File: src/logic/serial_port_pkg.sv
// Summary of operation
// - Port answers only while chip enable low.
// - Select high means mode or command word on write, status on read.
// - Second control word is command, sets control.
// - Select low means character data transfer.
// - Strobes ignored unless chip enable low.
// - Drive data bus only during host read.
// - Receive-ready rises when character waits.
// - Receive-ready clears when host reads data.
// - Transmit-ready high while new character accepted; here high only when transmit enabled and buffer empty.
// - Host write clears transmit-ready, character sent.
// - No transmission start unless clear-to-send low.
// - Terminal-ready low means port ready to receive.
// - Only addressed unit asserts terminal-ready; chain repeats.
// - Request-to-send low means port ready to transmit.
// - Frame: start, eight data, optional parity, stop.
// - Serial data inverted between port and bus.
// - High reset input returns port to initial state.
// - Shift on transmit falling, sample receive rising.
// - Bit clocks divided by sixteen per bit.
package serial_port_pkg;
    localparam logic [15:0] SERIAL_DATA_PORT = 16'h1020;
    localparam logic [15:0] CONTROL_WORD_PORT = 16'h1021;
    localparam int DATA_W = 8;
    localparam int BUF_DEPTH = 2;
    localparam int PIN_W = 19;
    // Mode word fields
    localparam int MODE_PAR_EN = 0;
    localparam int MODE_PAR_EVEN = 1;
    localparam logic [7:0] MODE_RESET = 8'h00;
    // Command word fields
    localparam int CMD_TX_EN = 0;
    localparam int CMD_DTR = 1;
    localparam int CMD_RX_EN = 2;
    localparam int CMD_ERR_CLR = 4;
    localparam int CMD_RTS = 5;
    localparam int CMD_SOFT_RST = 6;
    localparam logic [7:0] CMD_RESET = 8'h00;
    // Status word fields
    localparam int STAT_TX_RDY = 0;
    localparam int STAT_RX_RDY = 1;
    localparam int STAT_TX_EMPTY = 2;
    localparam int STAT_PAR_ERR = 3;
    localparam int STAT_OVR_ERR = 4;
    localparam int STAT_FRM_ERR = 5;
    localparam int STAT_DSR = 7;
    // Bit timing in bit-clock ticks
    localparam logic [3:0] TICK_LAST = 4'hF;
    localparam logic [3:0] TICK_HALF = 4'h7;
    localparam logic [2:0] DATA_LAST = 3'h7;

    typedef enum logic [2:0] {S_IDLE, S_START, S_DATA, S_PAR, S_STOP} frame_e;
endpackage

File: src/logic/tx_hold_buffer.sv
`timescale 1ns/1ps
module tx_hold_buffer (
    // Clock and clear
    input wire logic clk,
    input wire logic clr,
    // Fill side
    input wire logic in_valid,
    output logic in_ready,
    input wire logic [serial_port_pkg::DATA_W-1:0] in_data,
    // Drain side
    output logic out_valid,
    input wire logic out_ready,
    output logic [serial_port_pkg::DATA_W-1:0] out_data
);
    logic [serial_port_pkg::DATA_W-1:0] mem_q [serial_port_pkg::BUF_DEPTH];
    logic wr_idx_q;
    logic rd_idx_q;
    logic [1:0] count_q;
    logic push;
    logic pop;

    assign in_ready = (count_q != 2'h2);
    assign out_valid = (count_q != 2'h0);
    assign out_data = mem_q[rd_idx_q];
    assign push = in_valid & in_ready;
    assign pop = out_valid & out_ready;

    always_ff @(posedge clk) begin
        if (push) begin
            mem_q[wr_idx_q] <= in_data;
        end
    end

    always_ff @(posedge clk) begin
        if (clr) begin
            wr_idx_q <= 1'b0;
            rd_idx_q <= 1'b0;
            count_q <= 2'h0;
        end else begin
            if (push) begin
                wr_idx_q <= ~wr_idx_q;
            end
            if (pop) begin
                rd_idx_q <= ~rd_idx_q;
            end
            if (push && !pop) begin
                count_q <= count_q + 2'h1;
            end else if (pop && !push) begin
                count_q <= count_q - 2'h1;
            end
        end
    end
endmodule

File: src/logic/serial_port_device.sv
`timescale 1ns/1ps
module serial_port_device (
    // Clock and reset
    input wire logic clk,
    input wire logic rst_n,
    input wire logic port_reset,
    // Host bus
    input wire logic chip_enable_n,
    input wire logic ctrl_data_sel,
    input wire logic read_n,
    input wire logic write_n,
    input wire logic [7:0] data_in,
    output logic [7:0] data_out,
    output logic data_oe,
    // Host requests
    output logic rx_ready,
    output logic tx_ready,
    // Bit clocks, 16x baud
    input wire logic receive_bit_clock_n,
    input wire logic transmit_bit_clock_n,
    // Handshake link
    input wire logic clear_to_send_n,
    input wire logic data_set_ready_n,
    input wire logic unit_addressed,
    input wire logic chain_terminal_ready_n,
    input wire logic chain_request_to_send_n,
    output logic terminal_ready_n,
    output logic request_to_send_n,
    // Serial bus, inverted sense
    input wire logic serial_rx_line,
    output logic serial_tx_line
);
    ////////////////////////////////////////////////////////////////////////////
    // Pin synchronisers

    logic [serial_port_pkg::PIN_W-1:0] pin_raw;
    logic [serial_port_pkg::PIN_W-1:0] s1_q;
    logic [serial_port_pkg::PIN_W-1:0] s2_q;
    logic [serial_port_pkg::PIN_W-1:0] s3_q;
    logic [serial_port_pkg::PIN_W-1:0] pin_q;
    logic cs_n_s, cd_s, rd_n_s, wr_n_s, cts_n_s, dsr_n_s, rxl_s, rxc_s, txc_s;
    logic prst_s, addr_s;
    logic [7:0] din_s;

    // A bit changes only once the second and third stages agree
    function automatic logic [serial_port_pkg::PIN_W-1:0] settle(
        input logic [serial_port_pkg::PIN_W-1:0] a,
        input logic [serial_port_pkg::PIN_W-1:0] b,
        input logic [serial_port_pkg::PIN_W-1:0] cur);
        settle = (a & b) | (cur & (a | b));
    endfunction

    assign pin_raw = {chip_enable_n, ctrl_data_sel, read_n, write_n, data_in,
                      clear_to_send_n, data_set_ready_n, serial_rx_line,
                      receive_bit_clock_n, transmit_bit_clock_n, port_reset,
                      unit_addressed};
    assign {cs_n_s, cd_s, rd_n_s, wr_n_s, din_s, cts_n_s, dsr_n_s, rxl_s,
            rxc_s, txc_s, prst_s, addr_s} = pin_q;

    always_ff @(posedge clk) begin
        if (!rst_n) begin
            s1_q <= {serial_port_pkg::PIN_W{1'b1}};
            s2_q <= {serial_port_pkg::PIN_W{1'b1}};
            s3_q <= {serial_port_pkg::PIN_W{1'b1}};
            pin_q <= {serial_port_pkg::PIN_W{1'b1}};
        end else begin
            s1_q <= pin_raw;
            s2_q <= s1_q;
            s3_q <= s2_q;
            pin_q <= settle(s2_q, s3_q, pin_q);
        end
    end

    ////////////////////////////////////////////////////////////////////////////
    // Strobe decode and soft reset

    logic wr_prev_q, rd_prev_q, rxc_prev_q, txc_prev_q;
    logic wr_start, rd_end, sel, ctl_wr, dat_wr, dat_rd_end;
    logic rd_data_q, soft_rst, int_rst, rx_tick, tx_tick;

    assign sel = !cs_n_s;
    assign wr_start = sel && !wr_n_s && wr_prev_q;
    assign rd_end = rd_n_s && !rd_prev_q && rd_data_q;
    assign ctl_wr = wr_start && cd_s;
    assign dat_wr = wr_start && !cd_s;
    assign dat_rd_end = rd_end;
    assign rx_tick = rxc_s && !rxc_prev_q;
    assign tx_tick = !txc_s && txc_prev_q;
    assign int_rst = !rst_n || prst_s || soft_rst;

    always_ff @(posedge clk) begin
        if (!rst_n) begin
            wr_prev_q <= 1'b1;
            rd_prev_q <= 1'b1;
            rxc_prev_q <= 1'b1;
            txc_prev_q <= 1'b1;
            rd_data_q <= 1'b0;
        end else begin
            wr_prev_q <= wr_n_s;
            rd_prev_q <= rd_n_s;
            rxc_prev_q <= rxc_s;
            txc_prev_q <= txc_s;
            // Remember a data read in progress so its end frees the holding register
            if (sel && !rd_n_s) begin
                rd_data_q <= !cd_s;
            end else if (rd_n_s) begin
                rd_data_q <= 1'b0;
            end
        end
    end

    ////////////////////////////////////////////////////////////////////////////
    // Mode and command words

    logic expect_mode_q;
    logic [7:0] mode_q, cmd_q;
    logic err_clr;

    assign soft_rst = ctl_wr && !expect_mode_q && din_s[serial_port_pkg::CMD_SOFT_RST];
    assign err_clr = ctl_wr && !expect_mode_q && din_s[serial_port_pkg::CMD_ERR_CLR];

    always_ff @(posedge clk) begin
        if (int_rst) begin
            expect_mode_q <= 1'b1;
            mode_q <= serial_port_pkg::MODE_RESET;
            cmd_q <= serial_port_pkg::CMD_RESET;
        end else if (ctl_wr) begin
            if (expect_mode_q) begin
                mode_q <= din_s;
                expect_mode_q <= 1'b0;
            end else begin
                cmd_q <= din_s;
            end
        end
    end

    ////////////////////////////////////////////////////////////////////////////
    // Receiver

    serial_port_pkg::frame_e rx_st_q;
    logic [3:0] rx_cnt_q;
    logic [2:0] rx_bit_q;
    logic [7:0] rx_sh_q, rx_hold_q;
    logic rx_done, rx_line, rx_par_q, par_err_q, ovr_err_q, frm_err_q;
    logic rx_ready_q, rx_perr_now;

    assign rx_line = !rxl_s;
    assign rx_done = rx_tick && rx_st_q == serial_port_pkg::S_STOP
                     && rx_cnt_q == serial_port_pkg::TICK_LAST;

    always_ff @(posedge clk) begin
        if (int_rst || !cmd_q[serial_port_pkg::CMD_RX_EN]) begin
            rx_st_q <= serial_port_pkg::S_IDLE;
            rx_cnt_q <= 4'h0;
            rx_bit_q <= 3'h0;
            rx_sh_q <= 8'h00;
            rx_par_q <= 1'b0;
        end else if (rx_tick) begin
            rx_cnt_q <= rx_cnt_q + 4'h1;
            unique case (rx_st_q)
                serial_port_pkg::S_IDLE: begin
                    rx_cnt_q <= 4'h0;
                    if (!rx_line) begin
                        rx_st_q <= serial_port_pkg::S_START;
                    end
                end
                serial_port_pkg::S_START: begin
                    // Recheck mid-bit so a glitch does not start a frame
                    if (rx_cnt_q == serial_port_pkg::TICK_HALF) begin
                        rx_cnt_q <= 4'h0;
                        rx_bit_q <= 3'h0;
                        rx_st_q <= rx_line ? serial_port_pkg::S_IDLE : serial_port_pkg::S_DATA;
                    end
                end
                serial_port_pkg::S_DATA: begin
                    if (rx_cnt_q == serial_port_pkg::TICK_LAST) begin
                        rx_sh_q <= {rx_line, rx_sh_q[7:1]};
                        rx_bit_q <= rx_bit_q + 3'h1;
                        if (rx_bit_q == serial_port_pkg::DATA_LAST) begin
                            rx_st_q <= mode_q[serial_port_pkg::MODE_PAR_EN]
                                       ? serial_port_pkg::S_PAR : serial_port_pkg::S_STOP;
                        end
                    end
                end
                serial_port_pkg::S_PAR: begin
                    if (rx_cnt_q == serial_port_pkg::TICK_LAST) begin
                        rx_par_q <= rx_line;
                        rx_st_q <= serial_port_pkg::S_STOP;
                    end
                end
                serial_port_pkg::S_STOP: begin
                    if (rx_cnt_q == serial_port_pkg::TICK_LAST) begin
                        rx_st_q <= serial_port_pkg::S_IDLE;
                    end
                end
            endcase
        end
    end

    // Parity: data plus parity bit has an even count of ones with MODE_PAR_EVEN set, odd when clear
    assign rx_perr_now = mode_q[serial_port_pkg::MODE_PAR_EN]
        && ((^rx_sh_q ^ rx_par_q) != !mode_q[serial_port_pkg::MODE_PAR_EVEN]);

    always_ff @(posedge clk) begin
        if (int_rst) begin
            rx_ready_q <= 1'b0;
            rx_hold_q <= 8'h00;
            par_err_q <= 1'b0;
            ovr_err_q <= 1'b0;
            frm_err_q <= 1'b0;
        end else begin
            // New character beats a read ending in the same cycle
            if (rx_done && (!rx_ready_q || dat_rd_end)) begin
                rx_ready_q <= 1'b1;
                rx_hold_q <= rx_sh_q;
            end else if (dat_rd_end) begin
                rx_ready_q <= 1'b0;
            end
            if (rx_done && rx_ready_q && !dat_rd_end) begin
                ovr_err_q <= 1'b1;
            end else if (err_clr) begin
                ovr_err_q <= 1'b0;
            end
            if (rx_done && !rx_line) begin
                frm_err_q <= 1'b1;
            end else if (err_clr) begin
                frm_err_q <= 1'b0;
            end
            if (rx_done && rx_perr_now) begin
                par_err_q <= 1'b1;
            end else if (err_clr) begin
                par_err_q <= 1'b0;
            end
        end
    end

    assign rx_ready = rx_ready_q;

    ////////////////////////////////////////////////////////////////////////////
    // Transmit buffer

    logic buf_in_ready, buf_out_valid, buf_take;
    logic [7:0] buf_out_data;
    logic tx_ready_q, tx_en;

    assign tx_en = cmd_q[serial_port_pkg::CMD_TX_EN];

    tx_hold_buffer u_buf (
        .clk(clk),
        .clr(int_rst),
        .in_valid(dat_wr),
        .in_ready(buf_in_ready),
        .in_data(din_s),
        .out_valid(buf_out_valid),
        .out_ready(buf_take),
        .out_data(buf_out_data)
    );

    always_ff @(posedge clk) begin
        if (int_rst) begin
            tx_ready_q <= 1'b0;
        end else if (dat_wr) begin
            tx_ready_q <= 1'b0;
        end else begin
            tx_ready_q <= tx_en && !buf_out_valid;
        end
    end

    assign tx_ready = tx_ready_q;

    ////////////////////////////////////////////////////////////////////////////
    // Transmitter

    serial_port_pkg::frame_e tx_st_q;
    logic [3:0] tx_cnt_q;
    logic [2:0] tx_bit_q;
    logic [7:0] tx_sh_q;
    logic tx_level_q, tx_par_q, tx_bit_end;

    assign tx_bit_end = tx_tick && tx_cnt_q == serial_port_pkg::TICK_LAST;
    assign buf_take = tx_st_q == serial_port_pkg::S_IDLE && tx_en && !cts_n_s;

    always_ff @(posedge clk) begin
        if (int_rst) begin
            tx_st_q <= serial_port_pkg::S_IDLE;
            tx_cnt_q <= 4'h0;
            tx_bit_q <= 3'h0;
            tx_sh_q <= 8'h00;
            tx_par_q <= 1'b0;
            tx_level_q <= 1'b1;
        end else begin
            if (tx_tick && tx_st_q != serial_port_pkg::S_IDLE) begin
                tx_cnt_q <= tx_cnt_q + 4'h1;
            end
            unique case (tx_st_q)
                serial_port_pkg::S_IDLE: begin
                    tx_cnt_q <= 4'h0;
                    tx_level_q <= 1'b1;
                    if (buf_take && buf_out_valid) begin
                        tx_sh_q <= buf_out_data;
                        tx_par_q <= ^buf_out_data ^ !mode_q[serial_port_pkg::MODE_PAR_EVEN];
                        tx_st_q <= serial_port_pkg::S_START;
                    end
                end
                serial_port_pkg::S_START: begin
                    // Line changes only on a falling bit clock edge
                    // Count restarts at the falling edge so the start bit is a full bit
                    if (tx_tick && tx_level_q) begin
                        tx_level_q <= 1'b0;
                        tx_cnt_q <= 4'h0;
                    end
                    if (tx_bit_end) begin
                        tx_bit_q <= 3'h0;
                        tx_level_q <= tx_sh_q[0];
                        tx_st_q <= serial_port_pkg::S_DATA;
                    end
                end
                serial_port_pkg::S_DATA: begin
                    if (tx_bit_end) begin
                        tx_sh_q <= {1'b0, tx_sh_q[7:1]};
                        tx_bit_q <= tx_bit_q + 3'h1;
                        tx_level_q <= tx_sh_q[1];
                        if (tx_bit_q == serial_port_pkg::DATA_LAST) begin
                            tx_level_q <= mode_q[serial_port_pkg::MODE_PAR_EN]
                                          ? tx_par_q : 1'b1;
                            tx_st_q <= mode_q[serial_port_pkg::MODE_PAR_EN]
                                       ? serial_port_pkg::S_PAR : serial_port_pkg::S_STOP;
                        end
                    end
                end
                serial_port_pkg::S_PAR: begin
                    if (tx_bit_end) begin
                        tx_level_q <= 1'b1;
                        tx_st_q <= serial_port_pkg::S_STOP;
                    end
                end
                serial_port_pkg::S_STOP: begin
                    if (tx_bit_end) begin
                        tx_st_q <= serial_port_pkg::S_IDLE;
                    end
                end
            endcase
        end
    end

    assign serial_tx_line = !tx_level_q;

    ////////////////////////////////////////////////////////////////////////////
    // Handshake outputs and host read data

    logic dtr_local_n_q, rts_local_n_q, oe_q;
    logic [7:0] dout_q, status;

    always_ff @(posedge clk) begin
        if (int_rst) begin
            dtr_local_n_q <= 1'b1;
            rts_local_n_q <= 1'b1;
        end else begin
            dtr_local_n_q <= !(cmd_q[serial_port_pkg::CMD_DTR] && addr_s);
            rts_local_n_q <= !cmd_q[serial_port_pkg::CMD_RTS];
        end
    end

    // Repeater path: a low from further down the chain is passed toward the controller
    assign terminal_ready_n = dtr_local_n_q && chain_terminal_ready_n;
    assign request_to_send_n = rts_local_n_q && chain_request_to_send_n;

    always_comb begin
        status = 8'h00;
        status[serial_port_pkg::STAT_TX_RDY] = tx_ready_q;
        status[serial_port_pkg::STAT_RX_RDY] = rx_ready_q;
        status[serial_port_pkg::STAT_TX_EMPTY] = !buf_out_valid
                                                && tx_st_q == serial_port_pkg::S_IDLE;
        status[serial_port_pkg::STAT_PAR_ERR] = par_err_q;
        status[serial_port_pkg::STAT_OVR_ERR] = ovr_err_q;
        status[serial_port_pkg::STAT_FRM_ERR] = frm_err_q;
        status[serial_port_pkg::STAT_DSR] = !dsr_n_s;
    end

    always_ff @(posedge clk) begin
        if (!rst_n) begin
            oe_q <= 1'b0;
            dout_q <= 8'h00;
        end else begin
            oe_q <= sel && !rd_n_s;
            dout_q <= cd_s ? status : rx_hold_q;
        end
    end

    assign data_oe = oe_q;
    assign data_out = dout_q;

    ////////////////////////////////////////////////////////////////////////////
    // Checks

    AST_STROBE_NEEDS_CS: assert property (@(posedge clk) disable iff (!rst_n)
        (cs_n_s && !wr_n_s && wr_prev_q && !prst_s) |=> $stable(cmd_q) && $stable(mode_q))
        else $error("Write strobe acted without chip enable");
    AST_OE_ONLY_ON_READ: assert property (@(posedge clk) disable iff (!rst_n)
        data_oe |-> $past(!cs_n_s && !rd_n_s))
        else $error("Data bus driven outside a read");
    AST_RXRDY_CLEARS: assert property (@(posedge clk) disable iff (!rst_n)
        (dat_rd_end && !rx_done) |=> !rx_ready)
        else $error("Receive-ready not cleared by data read");
    AST_RXRDY_HOLDS: assert property (@(posedge clk) disable iff (!rst_n)
        (rx_ready && !dat_rd_end && !int_rst) |=> rx_ready && $stable(rx_hold_q))
        else $error("Received character lost before read");
    AST_TXRDY_CLEARS: assert property (@(posedge clk) disable iff (!rst_n)
        dat_wr |=> !tx_ready ##1 buf_out_valid || tx_st_q != serial_port_pkg::S_IDLE)
        else $error("Transmit-ready not cleared or character dropped");
    AST_CTS_GATES_START: assert property (@(posedge clk) disable iff (!rst_n)
        (tx_st_q == serial_port_pkg::S_IDLE ##1 tx_st_q == serial_port_pkg::S_START)
        |-> $past(!cts_n_s, 1))
        else $error("Transmission began without clear-to-send");
    AST_DTR_ADDRESSED: assert property (@(posedge clk) disable iff (!rst_n)
        !dtr_local_n_q |-> $past(addr_s) && $past(cmd_q[serial_port_pkg::CMD_DTR]))
        else $error("Terminal-ready asserted by unaddressed unit");
    AST_RESET_PIN: assert property (@(posedge clk) disable iff (!rst_n)
        prst_s |=> expect_mode_q && !rx_ready && !tx_ready && serial_tx_line == 1'b0)
        else $error("Reset input did not restore initial state");
    AST_IDLE_LINE_INVERTED: assert property (@(posedge clk) disable iff (!rst_n)
        (tx_st_q == serial_port_pkg::S_STOP && !int_rst) |=> serial_tx_line == 1'b0)
        else $error("Stop bit not inverted on the bus");
endmodule

File: config.mk
export PLATFORM = sky130hd
export DESIGN_NAME = serial_port_device
export DESIGN_NICKNAME = d
export VERILOG_FILES = /design/src/logic/serial_port_pkg.sv /design/src/logic/tx_hold_buffer.sv /design/src/logic/serial_port_device.sv
export SDC_FILE = /design/constraint.sdc
export NUM_CORES = 1
export LEC_CHECK = 0
export BUFFER_PORTS_ARGS = -buffer_cell sky130_fd_sc_hd__buf_4
export CAP_MARGIN = 20
export CORE_AREA = 4 4 106 108
export DETAILED_ROUTE_END_ITERATION = 12
export DIE_AREA = 0 0 110 112
export HOLD_SLACK_MARGIN = 0.1
export PLACE_DENSITY = 0.92
export SYNTH_ARGS = -nofsm -noshare
export SYNTH_HDL_FRONTEND = slang
export SYNTH_SLANG_ARGS = --single-unit
export TNS_END_PERCENT = 100
File: constraint.sdc
create_clock -name clk -period 5.17 [get_ports clk]
set_input_delay 1.551 -clock clk [delete_from_list [all_inputs] [get_ports clk]]
set_output_delay 1.551 -clock clk [all_outputs]
set_load 0.02 [all_outputs]
# After elaboration in Yosys (flattened, before gate mapping)
# Memories as Yosys holds them, arrays and structs flattened. A register that Yosys moved wholly into a read port is not among the register bits.
# Cells that the tools add are included.
[word_totals]
mem_bits_rw = 16
mem_count = 1
inputBits = 23
output_inout_bits = 14
wordCells = 223
ff_bits = 157
[classes]
n_eq_ne = 28
n_reduce_logical = 88
bitwise_logic = 12
n_addsub = 6
muxes = 51
[memory_table]
columns = ["memory", "words", "word_bits", "rd", "rd_ports_with_merged_regs", "write_ports", "line", "rtl"]
rows = [
  ["u_buf.mem_q", 2, 8, 1, 1, 1, "tx_hold_buffer.sv:15", "logic [serial_port_pkg::DATA_W-1:0] mem_q [serial_port_pkg::BUF_DEPTH];"],
]
[op_table]
columns = ["op", "n"]
rows = [
  ["two-way mux 3 bit", 16],
  ["bitwise AND 19 bit", 2],
  ["bitwise OR 19 bit", 2],
  ["logical AND 1 bit", 33],
  ["one-hot mux 3 bit (5 select lines)", 2],
  ["two-way mux 8 bit", 3],
  ["logical NOT 1 bit", 22],
  ["!= test 2 bit (second input constant)", 11],
  ["nonzero test 2 bit", 10],
  ["two-way mux 1 bit", 18],
  ["one-hot mux 4 bit (2 select lines)", 2],
  ["one-hot mux 8 bit (2 select lines)", 1],
  ["parity 8 bit", 2],
  ["== test 3 x 2 -> 1 bit (second input constant)", 4],
  ["== test 3 bit (second input constant)", 4],
  ["two-way mux 4 bit", 3],
  ["one-hot mux 3 bit (2 select lines)", 2],
  ["AND reduction 3 bit", 4],
  ["adder 4 x 1 -> 4 bit (second input constant)", 2],
  ["== test 4 bit (second input constant)", 2],
  ["AND reduction 4 bit", 2],
  ["AND reduction 7 bit", 1],
  ["adder 3 x 1 -> 3 bit (second input constant)", 2],
  ["== test 3 x 1 -> 1 bit (second input constant)", 2],
  ["other kinds (18)", 33],
]

# Longest topological paths before layout
[depth]
word_depth = 9
mapped_depth = 9

# Modules after synthesis
# From an unflattened synthesis, not the netlist that was laid out.
[unflattened]
hier_cells = 613
area_unflattened_um2 = 6329.8
[by_module_without_submodules]
columns = ["mod", "n_inst", "cells_per_inst", "area_each_um2"]
rows = [
  ["serial_port_device", 1, 564, 5531.6],
  ["tx_hold_buffer", 1, 49, 798.3],
]

# Worst setup path after synthesis
# OpenSTA, ideal clock, no wires.
[synth_timing]
path_kind = "input port to output port"
startpoint = "input chain_request_to_send_n"
endpoint = "output request_to_send_n"
arrival_time_ps = 1761
n_path_buf = 0
setup_slack_ps = 1858
path_stages = 1
cell_sequence = "and2_1"
[synth_between]
elab_chain_cells = 1
[synth_rtl]
columns = ["item", "line", "rtl"]
rows = [
  ["start: declaration", "serial_port_device.sv:26", "input wire logic chain_request_to_send_n,"],
  ["logical AND 1 bit", "serial_port_device.sv:366", "assign request_to_send_n = rts_local_n_q && chain_request_to_send_n;"],
  ["end: declaration", "serial_port_device.sv:28", "output logic request_to_send_n,"],
]
# Every way passes these cells.

# Worst setup path after layout
[layout_timing]
startpoint = "input chain_terminal_ready_n"
endpoint = "output terminal_ready_n"
[layout_between]
elab_chain_cells = 1
[layout_rtl]
columns = ["item", "line", "rtl"]
rows = [
  ["start: declaration", "serial_port_device.sv:25", "input wire logic chain_terminal_ready_n,"],
  ["logical AND 1 bit", "serial_port_device.sv:365", "assign terminal_ready_n = dtr_local_n_q && chain_terminal_ready_n;"],
  ["end: declaration", "serial_port_device.sv:27", "output logic terminal_ready_n,"],
]
# Every way passes these cells.

==> results by group <==
Logic synthesis
  – Syn nets: 661
  – Number of synthesized flops with an enable pin: 16
  – Synth async-reset ratio: 0%
  – Synth Cell Area: 6410 um2
  – Syn_area_per_cell: 10.2 um2
  – Cells after Synth: 631
  – Seq/Total Area, Yosys: 56.2%
  – Library cells used by synthesis: 54
  – YS warnings: 0
  – Register bit count reported by yosys: 172
  – Ys flop type: dfxtp_1

Final layout
  – FF+latch area: 3600 um2
  – Most common cell after layout, fill and taps aside: dfxtp_1
  – # diodes: 0
  – Area grow syn2layout: 14.3%
  – Nets: 691
  – Multi-input gate area: 2600 um2
  – Layout cell share with drive strength beyond 1: 13.2%
  – Design Area, Final: 7330 um2
  – Final Util: 71.7%
  – Cell Count, Final, Fillers Out: 810
  – # fillers: 645
  – Most frequent cells in the layout: dfxtp_1 (156), nor2_1 (82), nand2b_1 (64)

Route
  – Post-Route WL: 13000 um
  – Routed len/inst: 16.1 um
  – Initial DRC count: 351
  – Via total after detailed routing: 4515
  – # DRC: 0
  – Remaining antenna violation count: 0
  – Initial DRT Pass Iterations: 5
  – Vias per cell: 5.57

Worst setup path
  – Path depth of the worst reg2reg path: 6
  – WP data required: 3.62 ns
  – Crit-path most repeated cell: buf_4
  – Crit path launch: chain_terminal_ready_n
  – CP Launch Type: primary input
  – FF-to-FF Start: pin_q[17]$_SDFF_PN1_
  – Crit path DAT: 1.93 ns
  – Crit path cell chain: buf_4 > and2_1 > buf_4
  – Crit. End Element: primary output
  – Critical path class: primary input to primary output
  – Worst-path fanout max: 1
  – Largest stage delay, worst path: 0.15 ns
  – Crit-path slowest cell: buf_4

Global routing
  – Global-route wire length before repair: 21800 um
  – Vias in the first global route: 4562
  – Largest net degree at the start of global routing: 81
  – GRT Total Usage: 22.6%
  – Total gr overflow: 0
  – Initial antenna violation count: 0

Clock network
  – Setup bufs post-CTS: 0
  – CTS tree: built
  – CTS-repair resized insts: 0
  – Hold Buf Count CTS: 0
  – Clk pin slew, worst setup/hold paths: 0.07 ns
  – Clk buf depth: 2
  – H-tree levels: 4
  – Clock tree sinks: 172
  – CTS buffer count: 17
  – Root Buffer: clkbuf_8
  – Worst skew pair latency: 0.53 ns

Die
  – Die Ht: 112 um
  – Die W: 110 um
  – Initial Util: 62.7%
  – Die area: 12300 um2
  – Std-Cell Rows: 37
  – Core ar.: 10200 um2
  – Top Ports: 37

STA
  – Slew @ Worst Pin: 0.788 ns
  – RSZ-0062 raised after global routing: no
  – Setup TNS: 0 ns
  – Max-slew headroom at the worst pin: 47.5%
  – Final Hold Fails: 0
  – FMAX: 0.288 GHz
  – Worst hold slack: 0.407 ns
  – Clk_skew: 0.00948 ns
  – Fin crit share: 67.3%
  – Setup violations, final: 0
  – Final Max Tran Viols: 0
  – Minimum clock period: 3.48 ns

Placement
  – Final HPWL DP: 7810 um
  – DP Area: 6710 um2
  – Port-buffer cells: 36
  – Final RePlAce weighted congestion: 0.839
  – Placed cell count: 778

Flow run
  – Max-cap viol count: 0

Pwr
  – Peak supply drop: 269 uV
  – Pwr Density: 373 nW/um2
  – P_leak: 0.00263 uW

Status
  – Outcome: complete, no violations

Hold path
  – Hold path depth: 1
  – Worst hold path type: flip-flop to flip-flop
  – Hold Path Origin: s1_q[1]$_SDFF_PN1_
[power by group]
group / internal [uW] / switching, uW
clock: 770 / 557
combinational: 23.2 / 17.8
sequential: 1360 / 8.55
total: 2150 / 584
[final timing paths]
path	end	slack, ns
worst max-delay path	terminal_ready_n	1.69
worst min-delay path	s2_q[1]$_SDFF_PN1_	0.41
worst max register to register	tx_par_q$_SDFFE_PP0P_	2.29
worst min register to register	s2_q[1]$_SDFF_PN1_	0.41
[registers in the layout, summed over array words and instances (netlist names), 16 cells and up, named ones only]
name / count
s2_q: 19
pin_q: 19
u_buf.mem_q: 16
s1_q: 19
s3_q: 19
[worst max-delay path: cells and delay by family]
kind	cells	cell delay (ns)
and+or+nand+nor	1	0.12
buffers and inverters	2	0.25
[cell families (layout without fill, tap and decap cells)]
group	after synthesis	count (layout)	synth area share, %
compound gates	108	108	9.91
xor+xnor	27	27	3.69
fa+ha+maj	7	7	1.37
buf+inv	39	82	3.22
flops	172	172	56.2
mux	43	43	6.71
simple gates	235	235	18.9
[synthesized netlist by cell type (6+ instances only)]
cell	n	share of area (%)
nand3_1	11	0.86
dfxtp_1	156	49
inv_1	11	0.64
o21ai_0	38	3.0
buf_2	6	0.47
edfxtp_1	16	7.5
xnor2_1	19	2.6
a21oi_1	43	3.4
xor2_1	8	1.1
ha_1	7	1.4
mux2i_1	43	6.7
clkbuf_1	14	0.82
nand2_1	32	1.9
nor2_2	8	0.78
nor2_1	82	4.8
nand2b_1	64	6.2
nor3_1	6	0.47
[through the flow]
stage / worst slack (ns) / power, uW
floorplan: 1.86 / 1420
global placement: 1.69 / 1440
detailed placement: 1.69 / 1440
CTS: 1.69 / 2750
global route: 1.67 / 2820
finish: 1.69 / 2740
[per-layer routing]
layer  wire (um)  global-route usage [%]
met1        5280                    27.6
met2        6600                    37.1
met3         650                    5.45
met4         469                    10.9
met5           0                       0
[cell type report]
cell class | instances | area share, %
flip-flops and latches | 172 | 49.1
multi-input cells | 420 | 35.5
clock buffers | 18 | 5.84
repair buffers | 38 | 3.89
clock inverters | 14 | 2.70
well taps | 136 | 2.32
inverters | 12 | 0.614
(Power assumes the default switching activity.)
